[config.mk]
export PLATFORM = sky130hd
export DESIGN_NAME = core_clock_out_ctrl
export DESIGN_NICKNAME = d
export VERILOG_FILES = /design/src/design/core_clock_out_pkg.sv /design/src/design/core_clock_out_ctrl.sv
export SDC_FILE = /design/constraint.sdc
export NUM_CORES = 1
export LEC_CHECK = 0
export BUFFER_PORTS_ARGS = -buffer_cell sky130_fd_sc_hd__buf_4
export CELL_PAD_IN_SITES_DETAIL_PLACEMENT = 0
export CELL_PAD_IN_SITES_GLOBAL_PLACEMENT = 1
export CORE_ASPECT_RATIO = 0.6
export CORE_UTILIZATION = 39
export DETAILED_ROUTE_END_ITERATION = 16
export GPL_TIMING_DRIVEN = 0
export PLACE_DENSITY = 0.89
export SLEW_MARGIN = 10
export SYNTH_ARGS = -nofsm -noshare
export SYNTH_HDL_FRONTEND = slang
export SYNTH_SLANG_ARGS = --single-unit
[constraint.sdc]
create_clock -name clk_in -period 1.5 [get_ports clk_in]
set_input_delay 0.3 -clock clk_in [delete_from_list [all_inputs] [get_ports clk_in]]
set_output_delay 0.3 -clock clk_in [all_outputs]
set_load 0.03 [all_outputs]
[src/design/core_clock_out_pkg.sv]
// constants for the internal oscillator and system clock divider
//
// What this block does
// - reset selects internal oscillator as clock source
// - sources: external, internal full, internal divided
// - divide field picks 8, 4, 2, 1
// - divide field resets to zero, divide eight
// - control bit 7 enables internal oscillator
// - read-only bit 6 shows oscillator ready
// - calibration register holds factory period value
// - source bit 0 picks internal or external
`default_nettype none
package core_clock_out_pkg;
	// ------------------------------------------------------------
	// register offsets
	// ------------------------------------------------------------
	localparam logic [7:0] CTRL_ADDR    = 8'hB2;
	localparam logic [7:0] CAL_ADDR     = 8'hB3;
	localparam logic [7:0] SRC_ADDR     = 8'hA9;
	// ------------------------------------------------------------
	// field positions and reset values
	// ------------------------------------------------------------
	localparam int         ENABLE_BIT   = 7;
	localparam int         READY_BIT    = 6;
	localparam int         SRC_BIT      = 0;
	localparam logic [7:0] CTRL_RESET   = 8'hC0;
	localparam logic [7:0] CAL_RESET    = 8'h80;
	localparam logic [7:0] SRC_RESET    = 8'h00;
	// ------------------------------------------------------------
	// divide encodings and timing
	// ------------------------------------------------------------
	typedef enum logic [1:0] {
		DIV_8 = 2'b00,
		DIV_4 = 2'b01,
		DIV_2 = 2'b10,
		DIV_1 = 2'b11
	} div_sel_t;
	localparam logic [2:0] SETTLE_CYCLES = 3'h4;
	// counter reload per divide setting, period minus one
	localparam logic [2:0] LOAD_DIV_8    = 3'h7;
	localparam logic [2:0] LOAD_DIV_4    = 3'h3;
	localparam logic [2:0] LOAD_DIV_2    = 3'h1;
	localparam logic [2:0] LOAD_DIV_1    = 3'h0;
endpackage
`default_nettype wire

[src/design/core_clock_out_ctrl.sv]
// internal oscillator control, calibration and system clock divider
`default_nettype none
module core_clock_out_ctrl
	import core_clock_out_pkg::*;
(
	// clock and reset
	input  wire logic       clk_in,
	input  wire logic       rst_b_in,
	// special function register port
	input  wire logic [7:0] sfr_addr_in,
	input  wire logic       sfr_wr_in,
	input  wire logic [7:0] sfr_wdata_in,
	input  wire logic       sfr_rd_in,
	output logic      [7:0] sfr_rdata_out,
	// external oscillator pin
	input  wire logic       ext_osc_in,
	// clock to core and peripherals, and the calibration value
	output logic            core_clock_out,
	output logic      [7:0] internal_osc_calibration_out
);
	// ------------------------------------------------------------
	// registers
	// ------------------------------------------------------------
	logic       internal_osc_enable;
	div_sel_t   internal_osc_divide_select;
	logic [7:0] internal_osc_calibration;
	logic       clock_source_select;
	logic       internal_osc_ready_flag;
	logic [2:0] settle;
	logic       ext_s1;
	logic       ext_s2;
	logic       ext_s3;
	logic       ext_rise;
	logic       active_src;
	div_sel_t   active_div;
	logic [2:0] cnt;
	logic [2:0] next_cnt;
	logic       boundary;

	wire wr_ctrl = sfr_wr_in && sfr_addr_in == CTRL_ADDR;
	wire wr_cal  = sfr_wr_in && sfr_addr_in == CAL_ADDR;
	wire wr_src  = sfr_wr_in && sfr_addr_in == SRC_ADDR;

	always_ff @(posedge clk_in) begin
		if (!rst_b_in) begin
			internal_osc_enable        <= CTRL_RESET[ENABLE_BIT];
			internal_osc_divide_select <= div_sel_t'(CTRL_RESET[1:0]);
		end else if (wr_ctrl) begin
			internal_osc_enable        <= sfr_wdata_in[ENABLE_BIT];
			internal_osc_divide_select <= div_sel_t'(sfr_wdata_in[1:0]);
		end
	end

	always_ff @(posedge clk_in) begin
		if (!rst_b_in)
			internal_osc_calibration <= CAL_RESET;
		else if (wr_cal)
			internal_osc_calibration <= sfr_wdata_in;
	end
	assign internal_osc_calibration_out = internal_osc_calibration;

	always_ff @(posedge clk_in) begin
		if (!rst_b_in)
			clock_source_select <= SRC_RESET[SRC_BIT];
		else if (wr_src)
			clock_source_select <= sfr_wdata_in[SRC_BIT];
	end

	// ------------------------------------------------------------
	// ready flag
	// ------------------------------------------------------------
	// a new period setting restarts the settle wait
	always_ff @(posedge clk_in) begin
		if (!rst_b_in) begin
			settle                  <= 3'h0;
			internal_osc_ready_flag <= CTRL_RESET[READY_BIT];
		end else if (!internal_osc_enable || wr_cal) begin
			settle                  <= SETTLE_CYCLES;
			internal_osc_ready_flag <= 1'b0;
		end else if (settle != 3'h0) begin
			settle                  <= settle - 3'h1;
			internal_osc_ready_flag <= 1'b0;
		end else begin
			internal_osc_ready_flag <= 1'b1;
		end
	end

	// ------------------------------------------------------------
	// external pin synchroniser
	// ------------------------------------------------------------
	always_ff @(posedge clk_in) begin
		if (!rst_b_in) begin
			ext_s1 <= 1'b0;
			ext_s2 <= 1'b0;
			ext_s3 <= 1'b0;
		end else begin
			ext_s1 <= ext_osc_in;
			ext_s2 <= ext_s1;
			ext_s3 <= ext_s2;
		end
	end
	assign ext_rise = ext_s2 && !ext_s3;

	// ------------------------------------------------------------
	// divider and source switch
	// ------------------------------------------------------------
	// settings move only at a period boundary, so no short phase;
	// output is one clock-wide tick per system clock period
	assign boundary = active_src || !internal_osc_enable || cnt == 3'h0;

	always_comb begin
		case (internal_osc_divide_select)
			DIV_8:   next_cnt = LOAD_DIV_8;
			DIV_4:   next_cnt = LOAD_DIV_4;
			DIV_2:   next_cnt = LOAD_DIV_2;
			default: next_cnt = LOAD_DIV_1;
		endcase
	end

	always_ff @(posedge clk_in) begin
		if (!rst_b_in) begin
			active_src <= SRC_RESET[SRC_BIT];
			active_div <= div_sel_t'(CTRL_RESET[1:0]);
		end else if (boundary) begin
			active_src <= clock_source_select;
			active_div <= internal_osc_divide_select;
		end
	end

	always_ff @(posedge clk_in) begin
		if (!rst_b_in)
			cnt <= 3'h0;
		else if (boundary)
			cnt <= next_cnt;
		else
			cnt <= cnt - 3'h1;
	end

	// software must pick only a settled source; no hardware guard
	always_ff @(posedge clk_in) begin
		if (!rst_b_in)
			core_clock_out <= 1'b0;
		else if (clock_source_select && active_src)
			core_clock_out <= ext_rise;
		else
			core_clock_out <= !active_src && internal_osc_enable
				&& cnt == 3'h0;
	end

	// ------------------------------------------------------------
	// register read port
	// ------------------------------------------------------------
	always_ff @(posedge clk_in) begin
		if (!rst_b_in)
			sfr_rdata_out <= 8'h00;
		else if (sfr_rd_in) begin
			if (sfr_addr_in == CTRL_ADDR)
				sfr_rdata_out <= {internal_osc_enable,
					internal_osc_ready_flag, 4'h0,
					internal_osc_divide_select};
			else if (sfr_addr_in == CAL_ADDR)
				sfr_rdata_out <= internal_osc_calibration;
			else if (sfr_addr_in == SRC_ADDR)
				sfr_rdata_out <= {7'h00, clock_source_select};
			else
				sfr_rdata_out <= 8'h00;
		end
	end

	// ------------------------------------------------------------
	// checks
	// ------------------------------------------------------------
	reset_source_a: assert property (@(posedge clk_in)
		$rose(rst_b_in) |-> !clock_source_select && !active_src)
		else $error("source not internal after reset");
	reset_divide_a: assert property (@(posedge clk_in)
		$rose(rst_b_in) |-> internal_osc_divide_select == DIV_8
			&& internal_osc_enable)
		else $error("divide not eight after reset");
	div_eight_a: assert property (@(posedge clk_in)
		disable iff (!rst_b_in)
		core_clock_out && !active_src && active_div == DIV_8
			&& !wr_ctrl && internal_osc_divide_select == DIV_8
			|=> !core_clock_out [*7] ##1 core_clock_out)
		else $error("divide by eight period wrong");
	div_one_a: assert property (@(posedge clk_in)
		disable iff (!rst_b_in)
		!active_src && active_div == DIV_1 && internal_osc_enable
			&& !clock_source_select |=> core_clock_out)
		else $error("divide by one not continuous");
	enable_write_a: assert property (@(posedge clk_in)
		disable iff (!rst_b_in)
		wr_ctrl |=> internal_osc_enable == $past(sfr_wdata_in[7]))
		else $error("enable bit not stored");
	ready_flag_a: assert property (@(posedge clk_in)
		disable iff (!rst_b_in)
		!internal_osc_enable |=> !internal_osc_ready_flag)
		else $error("ready while disabled");
	cal_write_a: assert property (@(posedge clk_in)
		disable iff (!rst_b_in)
		wr_cal |=> !internal_osc_ready_flag [*5]
			##1 (internal_osc_ready_flag || !internal_osc_enable
			|| settle != 3'h0))
		else $error("ready not held off after calibration");
	source_switch_a: assert property (@(posedge clk_in)
		disable iff (!rst_b_in)
		wr_src && sfr_wdata_in[0] && !wr_ctrl && !wr_cal
			|-> ##[1:9] active_src)
		else $error("external source not taken");
	no_short_phase_a: assert property (@(posedge clk_in)
		disable iff (!rst_b_in)
		$changed(active_div) |-> $past(boundary))
		else $error("divide changed mid period");
	div_four_a: assert property (@(posedge clk_in)
		disable iff (!rst_b_in)
		core_clock_out && !active_src && active_div == DIV_4
			&& internal_osc_enable |=> !core_clock_out [*3])
		else $error("divide by four period short");
	reset_tick_a: assert property (@(posedge clk_in)
		!rst_b_in |=> !core_clock_out)
		else $error("tick during reset");
endmodule
`default_nettype wire

Word level (Yosys, flattened, before mapping)
Index checks and enable logic that the tools add are counted.
{"block": "totals", "ff_bits": 32, "output_inout_bits": 17, "in_bits": 21, "word_cells": 50}
{"block": "op_classes", "reduce_logical": 18, "bitwise_logic": 1, "n_mux": 10, "addsub": 2, "n_eq_ne": 5}
{"operator": "$eq A8 B8 Y1 const B", "count": 3}
{"operator": "$mux W8", "count": 2}
{"operator": "$mux W3", "count": 3}
{"operator": "$pmux W3 S3", "count": 1}
{"operator": "$logic_and A1 B1 Y1", "count": 7}
{"operator": "$sub A3 B1 Y3 const B", "count": 2}
{"operator": "$mux W1", "count": 4}
{"operator": "$logic_not A1 Y1", "count": 3}
{"operator": "$logic_not A3 Y1", "count": 1}
{"operator": "$logic_or A1 B1 Y1", "count": 3}
{"operator": "$reduce_bool A3 Y1", "count": 1}
{"operator": "$eq A2 B1 Y1 const B", "count": 1}
{"operator": "$eq A2 B2 Y1 const B", "count": 1}
{"operator": "$logic_not A2 Y1", "count": 1}
{"operator": "$reduce_bool A2 Y1", "count": 1}
{"operator": "$reduce_or A2 Y1", "count": 1}
{"operator": "$not A1 Y1", "count": 1}

Logic depth before layout (Yosys ltp)
Gate-level depths: netlist (run 1).
{"block": "logic_depth", "depth_word": 4, "mapped_depth": 6, "mapped_depth_nobuf": 6}

Worst setup path before layout (run 1)
Ideal clock, no wire load.
{"block": "synth_path", "path_kind": "in2reg", "from": "in sfr_addr_in[6]", "to": "reg internal_osc_calibration[7] (netlist: internal_osc_calibration_out[7])", "required_time_ns": 1.379, "n_path_buf": 1, "setup_slack_ns": 0.201, "setup_ns": 0.121, "arrival_ns": 1.178, "cell_stages": 4, "cell_sequence": "nand4bb_4 > or3_1 > buf_2 > mux2i_1"}
{"block": "synth_between", "elab_chain_len": 2}
{"item": "from (decl)", "line": "core_clock_out_ctrl.sv:10", "source": "input wire logic [7:0] sfr_addr_in,"}
{"item": "$eq A8 B8 Y1", "line": "core_clock_out_ctrl.sv:41", "source": "wire wr_cal = sfr_wr_in && sfr_addr_in == CAL_ADDR;"}
{"item": "$logic_and A1 B1 Y1", "line": "core_clock_out_ctrl.sv:41"}
{"item": "to (signal assigned)", "line": "core_clock_out_ctrl.sv:58", "source": "internal_osc_calibration <= sfr_wdata_in;"}
{"item": "to (decl)", "line": "core_clock_out_ctrl.sv:26", "source": "logic [7:0] internal_osc_calibration;"}
Every way passes these cells.
A chain may end at the register's enable or synchronous reset.

Final worst setup path (run 1)
{"block": "layout_path", "from": "reg cnt[0]", "to": "reg cnt[0]"}
{"block": "layout_between", "elab_chain_len": 3, "elab_cells_between_ends": 4, "classes_between": "add/sub (1); mux (1); reduce/logical (2)"}
{"item": "from (decl)", "line": "core_clock_out_ctrl.sv:36", "source": "logic [2:0] cnt;"}
{"item": "from (signal assigned)", "line": "core_clock_out_ctrl.sv:134", "source": "cnt <= next_cnt;"}
{"item": "from (signal assigned)", "line": "core_clock_out_ctrl.sv:136", "source": "cnt <= cnt - 3'h1;"}
{"item": "branches (longest 2 deep; another with $sub A3 B1 Y3)"}
{"item": "$mux W3 (*)", "line": "core_clock_out_ctrl.sv:133", "source": "else if (boundary)"}
Every way passes the cells marked *.

==> flow_metrics.tcl, run 1 <==
set metrics [dict create \
    status "finished, final reports clean" \
    yosysWarningCount 0 \
    port_buffers 35 \
    vdd_drop_max_mv 0.540 \
    antennaDiodeCount 0 \
    cts.clk_slew.worst_paths_ns 0.06 \
    grt_pass1_wl_mm 5.49 \
    fillers 319 \
    rsz0062_at_grt "false" \
    post_cts_buffers 0 \
    grt_max_degree 11 \
    r2r_start "cnt[0]" \
    finalSetupViolations 0 \
    placeableCoreArea_sq_um 3440 \
    clock_latency_ns 0.29 \
    grt.met3_usage 0.0574 \
    dieWidth_um 81.8 \
    power_density_nw_per_um2 1060 \
    hp-start "ext_osc_in" \
    synth_nets 186 \
    cts_tree "built" \
    grtUsageMet1 0.259 \
    synth_cell_types 38 \
    antenna_found_initial 0 \
    totalWireLength_mm 3.48 \
    finClkSkew_ns 0.00612 \
    h-tree-depth 2 \
    root_buffer "clkbuf_8" \
    drc 0 \
    worstSetupStartpointType "register" \
    crit_type "register to register" \
    start_util 0.433 \
    grtUsageMet2 0.249 \
    ios 38 \
    grt.busiest_layer "met1" \
    drt_iter0_drc 67 \
    drive_above_1_share 0.251 \
    cts_resized 0 \
    cts_sinks 32 \
    slew_headroom 0.676 \
    final_common_cell "buf_4" \
    critical_path.max_fanout 4 \
    cts_made_buffers 5 \
    gp_congestion 0.814 \
    final_cell_mix "buf_4 (36), dfxtp_1 (32), nand2_1 (25), mux2i_1 (13), a21oi_1 (11)" \
    dp_hpwl_mm 2.64 \
    hold_buffers 0 \
    grt-ovfl-total 0 \
    yosysSeqAreaShare 0.430 \
    die_h_um 49.9 \
    pre_cts_ws_ns -0.0234 \
    ys_seq_elements 32 \
    final_area_sq_um 1900 \
    p_leak_uw 0.000806 \
    slew_violations 0 \
    hold_slack_ns 0.225 \
    crit_required_ns 1.69 \
    cp-end-kind "register" \
    drv_cap 0 \
    clock_path_buffers 2 \
    die_area_sq_um 4080 \
    finalHoldViolCount 0 \
    syn_to_final_growth_pct 27.4 \
    synth_area_sq_um 1490 \
    period_needed_ns 1.27 \
    ant_nets 0 \
    finalWorstSetupSlack_ns 0.226 \
    cp-startpoint "cnt[0]" \
    final_core_util 0.552 \
    postSynthCellCount 160 \
    postPlaceCellArea_sq_um 1810 \
    fmaxAchievable_ghz 0.785 \
    cp.arrival_ns 1.46 \
    grt_use_total 0.184 \
    viasPerCell 5.16 \
    worstMarginPinSlew_ns 0.485 \
    num_rows 16 \
    first_pass_iters 4 \
    period_share 0.850 \
    grt_pass1_vias 1176 \
    hold_class "input port to register" \
    wl_per_cell_um 14.0 \
    nNetsFinal 228 \
    syn_avg_cell_area_sq_um 9.32 \
    via_count 1280 \
]
==> through the flow <==
step	std cells	power, uW	setup TNS (ns)
6_report	248	2010	0
5_1_grt	248	2110	0
4_1_cts	248	2030	0
3_5_place_dp	240	1340	-0.0236
3_3_place_gp	240	1320	0
2_1_floorplan	160	1230	0
==> critical path, cell delays in order (launching register included) <==
cell and delay (ns):
dfxtp_1 0.32, inv_1 0.08, ha_1 0.16, nor2b_1 0.26
nor2_1 0.10, a211oi_1 0.26
==> power by group <==
part           total (uW)  leakage (uW)  internal (uW)  switching, uW
registers             937      0.000260            909           28.0
clock network         685     0.0000455            374            311
logic                 389      0.000501            180            209
==> path summary, 6_finish.rpt <==
kind,to,slack [ns],cells past startpoint
min,ext_s1,0.23,2
max,cnt[0],0.23,5
min reg2reg,ext_s2,0.44,1
max reg2reg,cnt[0],0.23,5
==> flip-flops by register name, indices dropped and copies added, names as in the netlist <==
| register | cells |
|---|---|
| active_src | 1 |
| internal_osc_divide_select | 2 |
| clock_source_select | 1 |
| core_clock_out | 1 |
| internal_osc_enable | 1 |
| ext_s2 | 1 |
| cnt | 3 |
| sfr_rdata_out | 8 |
| settle | 3 |
| internal_osc_ready_flag | 1 |
| ext_s3 | 1 |
| ext_s1 | 1 |
| internal_osc_calibration_out | 8 |
==> per-layer routing <==
| layer | vias up | wire (um) |
|---|---|---|
| met2 | 47 | 1440 |
| met5 | - | 0 |
| li1 | 629 | - |
| met4 | 0 | 55 |
| met3 | 7 | 282 |
| met1 | 597 | 1700 |
==> synth_stat cells <==
cell type / n / area [sq um]
nor2_1: 7 / 26.3
buf_4: 1 / 7.51
o21ai_0: 2 / 10.0
a31oi_1: 1 / 6.26
nand3b_1: 1 / 7.51
inv_1: 7 / 26.3
nand4b_4: 1 / 23.8
ha_1: 5 / 62.6
and3_1: 1 / 6.26
mux2_2: 3 / 33.8
mux2i_1: 13 / 130
nor3_4: 1 / 16.3
nand2_1: 25 / 93.8
a21oi_1: 11 / 55.1
nor3b_1: 1 / 7.51
nor2b_1: 2 / 12.5
a211oi_1: 1 / 7.51
o21ai_1: 1 / 5.00
a22oi_1: 1 / 7.51
nor3_1: 2 / 10.0
nor4bb_1: 1 / 10.0
nand4b_1: 1 / 8.76
dfxtp_1: 32 / 641
o31ai_1: 1 / 7.51
nand3_1: 4 / 20.0
nor4b_4: 1 / 23.8
and4bb_2: 1 / 12.5
xor2_1: 2 / 17.5
nand4_1: 3 / 18.8
and2_1: 3 / 18.8
clkbuf_1: 4 / 15.0
nand2b_1: 10 / 62.6
clkinv_1: 1 / 3.75
or3_1: 5 / 31.3
buf_1: 1 / 3.75
and3b_1: 1 / 8.76
buf_2: 1 / 5.00
nand4bb_4: 1 / 27.5
==> cell families after synthesis <==
kind of cell	share of synthesized area
AND/OR/NAND/NOR	0.300
flip-flops	0.430
AO/OA/AOI/OAI	0.0663
multiplexers	0.110
buffers and inverters	0.0411
adder cells (fa/ha/maj)	0.0419
XOR/XNOR	0.0117
==> layout make-up <==
type / count / area (sq um) / area share
buffer: 7 / 31.3 / 0.0165
clock buffer: 8 / 90.1 / 0.0474
inverter: 8 / 30.0 / 0.0158
multi-input combinational: 113 / 790 / 0.415
sequential: 32 / 641 / 0.337
tap: 45 / 56.3 / 0.0296
timing repair buffer: 35 / 263 / 0.138
Note: power is estimated with default switching activity, not from simulation.
==> run 2: changes to the inputs <==
--- a/config.mk
+++ b/config.mk
@@ -9,10 +9,10 @@
 export CELL_PAD_IN_SITES_DETAIL_PLACEMENT = 0
 export CELL_PAD_IN_SITES_GLOBAL_PLACEMENT = 1
 export CORE_ASPECT_RATIO = 0.6
-export CORE_UTILIZATION = 39
+export CORE_UTILIZATION = 35
 export DETAILED_ROUTE_END_ITERATION = 16
 export GPL_TIMING_DRIVEN = 0
-export PLACE_DENSITY = 0.89
+export PLACE_DENSITY = 0.85
 export SLEW_MARGIN = 10
 export SYNTH_ARGS = -nofsm -noshare
 export SYNTH_HDL_FRONTEND = slang
==> constraint.sdc (replaced) <==
create_clock -name clk_in -period 1.07 [get_ports clk_in]
set_input_delay 0.214 -clock clk_in [delete_from_list [all_inputs] [get_ports clk_in]]
set_output_delay 0.214 -clock clk_in [all_outputs]
set_load 0.03 [all_outputs]
==> run 2 against run 1 <==
Effect of this change: the flow now finishes with violations (negative setup slack); clock skew down 0.0039 ns; power up 50%; worst hold slack worse by 0.092 ns; critical path depth unchanged; combinational power up 74%.
==> flow_metrics.tcl, run 2 (synthesis gave the netlist of run 1 again) <==
set metrics [dict create \
    status "finished, violations left" \
    violations "negative setup slack" \
    r2r_start "settle[1]" \
    antennaDiodeCount 0 \
    die_area_sq_um 4540 \
    worstMarginPinSlew_ns 0.482 \
    worstSetupStartpointType "register" \
    drc 0 \
    seq_power_share 0.443 \
    switching_share 0.268 \
    viasPerCell 4.70 \
    dieWidth_um 86.3 \
    via_count 1231 \
    final_cell_mix "buf_4 (36), nand2_1 (25), dfxtp_1 (25), mux2i_1 (13), a21oi_1 (11)" \
    wl_per_cell_um 12.7 \
    ios 38 \
    crit_type "register to register" \
    gp_congestion 0.762 \
    num_rows 17 \
    critical_path.max_fanout 5 \
    clock_latency_ns 0.28 \
    r2r-end "settle[2]" \
    cts_made_buffers 5 \
    syn_to_final_growth_pct 36.9 \
    finClkSkew_ns 0.00226 \
    final_common_cell "buf_4" \
    fillers 373 \
    die_h_um 52.6 \
    grt-ovfl-total 0 \
    hold_class "input port to register" \
    cts_tree "built" \
    slew_headroom 0.679 \
    drv_cap 0 \
    cts.clk_slew.worst_paths_ns 0.06 \
    port_buffers 35 \
    ant_nets 0 \
    rsz0062_at_grt "true" \
    finalHoldViolCount 0 \
    cp.arrival_ns 1.23 \
    clockPowerShare 0.332 \
    p_sw_uw 807 \
    totalNegativeSetupSlack_ns -0.00526 \
    period_needed_ns 1.08 \
    placeableCoreArea_sq_um 3870 \
    clock_path_buffers 2 \
    vdd_drop_max_mv 0.574 \
    pre_cts_ws_ns -0.335 \
    drive_above_1_share 0.366 \
    grt_use_total 0.166 \
    hold_buffers 0 \
    dp_hpwl_mm 2.45 \
    first_pass_iters 4 \
    fmaxAchievable_ghz 0.930 \
    period_share 1.00 \
    grt_max_degree 11 \
    p_comb_frac 0.225 \
    finalSetupViolations 1 \
    endpoint "settle[2]" \
    finalWorstSetupSlack_ns -0.00526 \
    totalWireLength_mm 3.32 \
    dp_cells 252 \
    nNetsFinal 231 \
    instances_no_fill 262 \
    root_buffer "clkbuf_8" \
    rr_worst_depth 5 \
    cp-end-kind "register" \
    p_leak_uw 0.000857 \
    start_util 0.385 \
    internal_power_uw 2200 \
    antenna_found_initial 0 \
    cts_sinks 32 \
    h-tree-depth 2 \
    power_density_nw_per_um2 1470 \
    cp-startpoint "settle[1]" \
    grt_pass1_vias 1101 \
    worst-r2r-setup-slack_ns -0.005 \
    slew_violations 0 \
    drt_iter0_drc 84 \
    crit_required_ns 1.22 \
    grt_pass1_wl_mm 5.33 \
]
## run 2: cell types whose count changed in the layout (fill, tap and decap cells not counted), moves of 2 or more
cell,before,now
buf_6,0,3
clkbuf_1,6,3
dfxtp_1,32,25
dfxtp_2,0,7
ha_1,5,2
ha_4,0,3
inv_1,7,3
inv_2,0,4
nor2b_1,2,0
nor2b_4,0,2
o21ai_0,2,0
o21ai_1,1,3
## run 2: layer usage
| layer | GRT usage | part of all wire |
|---|---|---|
| met3 | 0.0457 | 0.046 |
| met2 | 0.218 | 0.39 |
| met4 | 0.100 | 0.020 |
| met1 | 0.235 | 0.55 |
| met5 | 0 | 0 |
## run 2: how the worst min path moves through the flow
stage                     from     end  slack [ns]  cells past startpoint
global route        ext_osc_in  ext_s1        0.15                      2
global placement        ext_s1  ext_s2        0.42                      1
finish              ext_osc_in  ext_s1        0.13                      2
CTS                 ext_osc_in  ext_s1        0.13                      2
floorplan           ext_osc_in  ext_s1        0.34                      1
detailed placement      ext_s1  ext_s2        0.42                      1
## run 2: critical path: stages, from the launching register on
cell and delay [ns]:
dfxtp_2 0.32, inv_2 0.06, ha_4 0.14, ha_4 0.15
mux2i_1 0.18, a31oi_1 0.09
## run 2: metrics by stage
step           hold WS [ns]   util  instance area, sq um  total power (uW)
6_report              0.133  0.527                  2040              3010
5_1_grt               0.149  0.527                  2040              3180
4_1_cts               0.127  0.514                  1990              3020
3_5_place_dp          0.424  0.478                  1850              1930
3_3_place_gp          0.417  0.478                  1850              1930
2_1_floorplan         0.341      -                  1520              1780
## run 2: final cells by class
class | count | area (sq um) | area share
Timing Repair Buffer | 38 | 302 | 0.148
Clock buffer | 7 | 96.3 | 0.0472
Inverter | 8 | 30.0 | 0.0147
Sequential cell | 32 | 649 | 0.318
Buffer | 7 | 42.5 | 0.0208
Tap cell | 57 | 71.3 | 0.0349
Multi-Input combinational cell | 113 | 851 | 0.417
## run 2: repair_timing
action | CTS | global route
gates cloned | 0 | 0
setup endpoints to repair | 14 | 19
setup buffers | 0 | 3
pin swaps | 5 | 7
resized for setup | 16 | 10
## run 2: power groups by stage
stage / registers [uW] / clock network [uW] / logic (uW)
6_report: 1330 / 999 / 677
5_1_grt: 1340 / 1070 / 766
4_1_cts: 1330 / 1020 / 666
3_5_place_dp: 1340 / 0 / 591
3_3_place_gp: 1340 / 0 / 594
2_1_floorplan: 1340 / 0 / 431
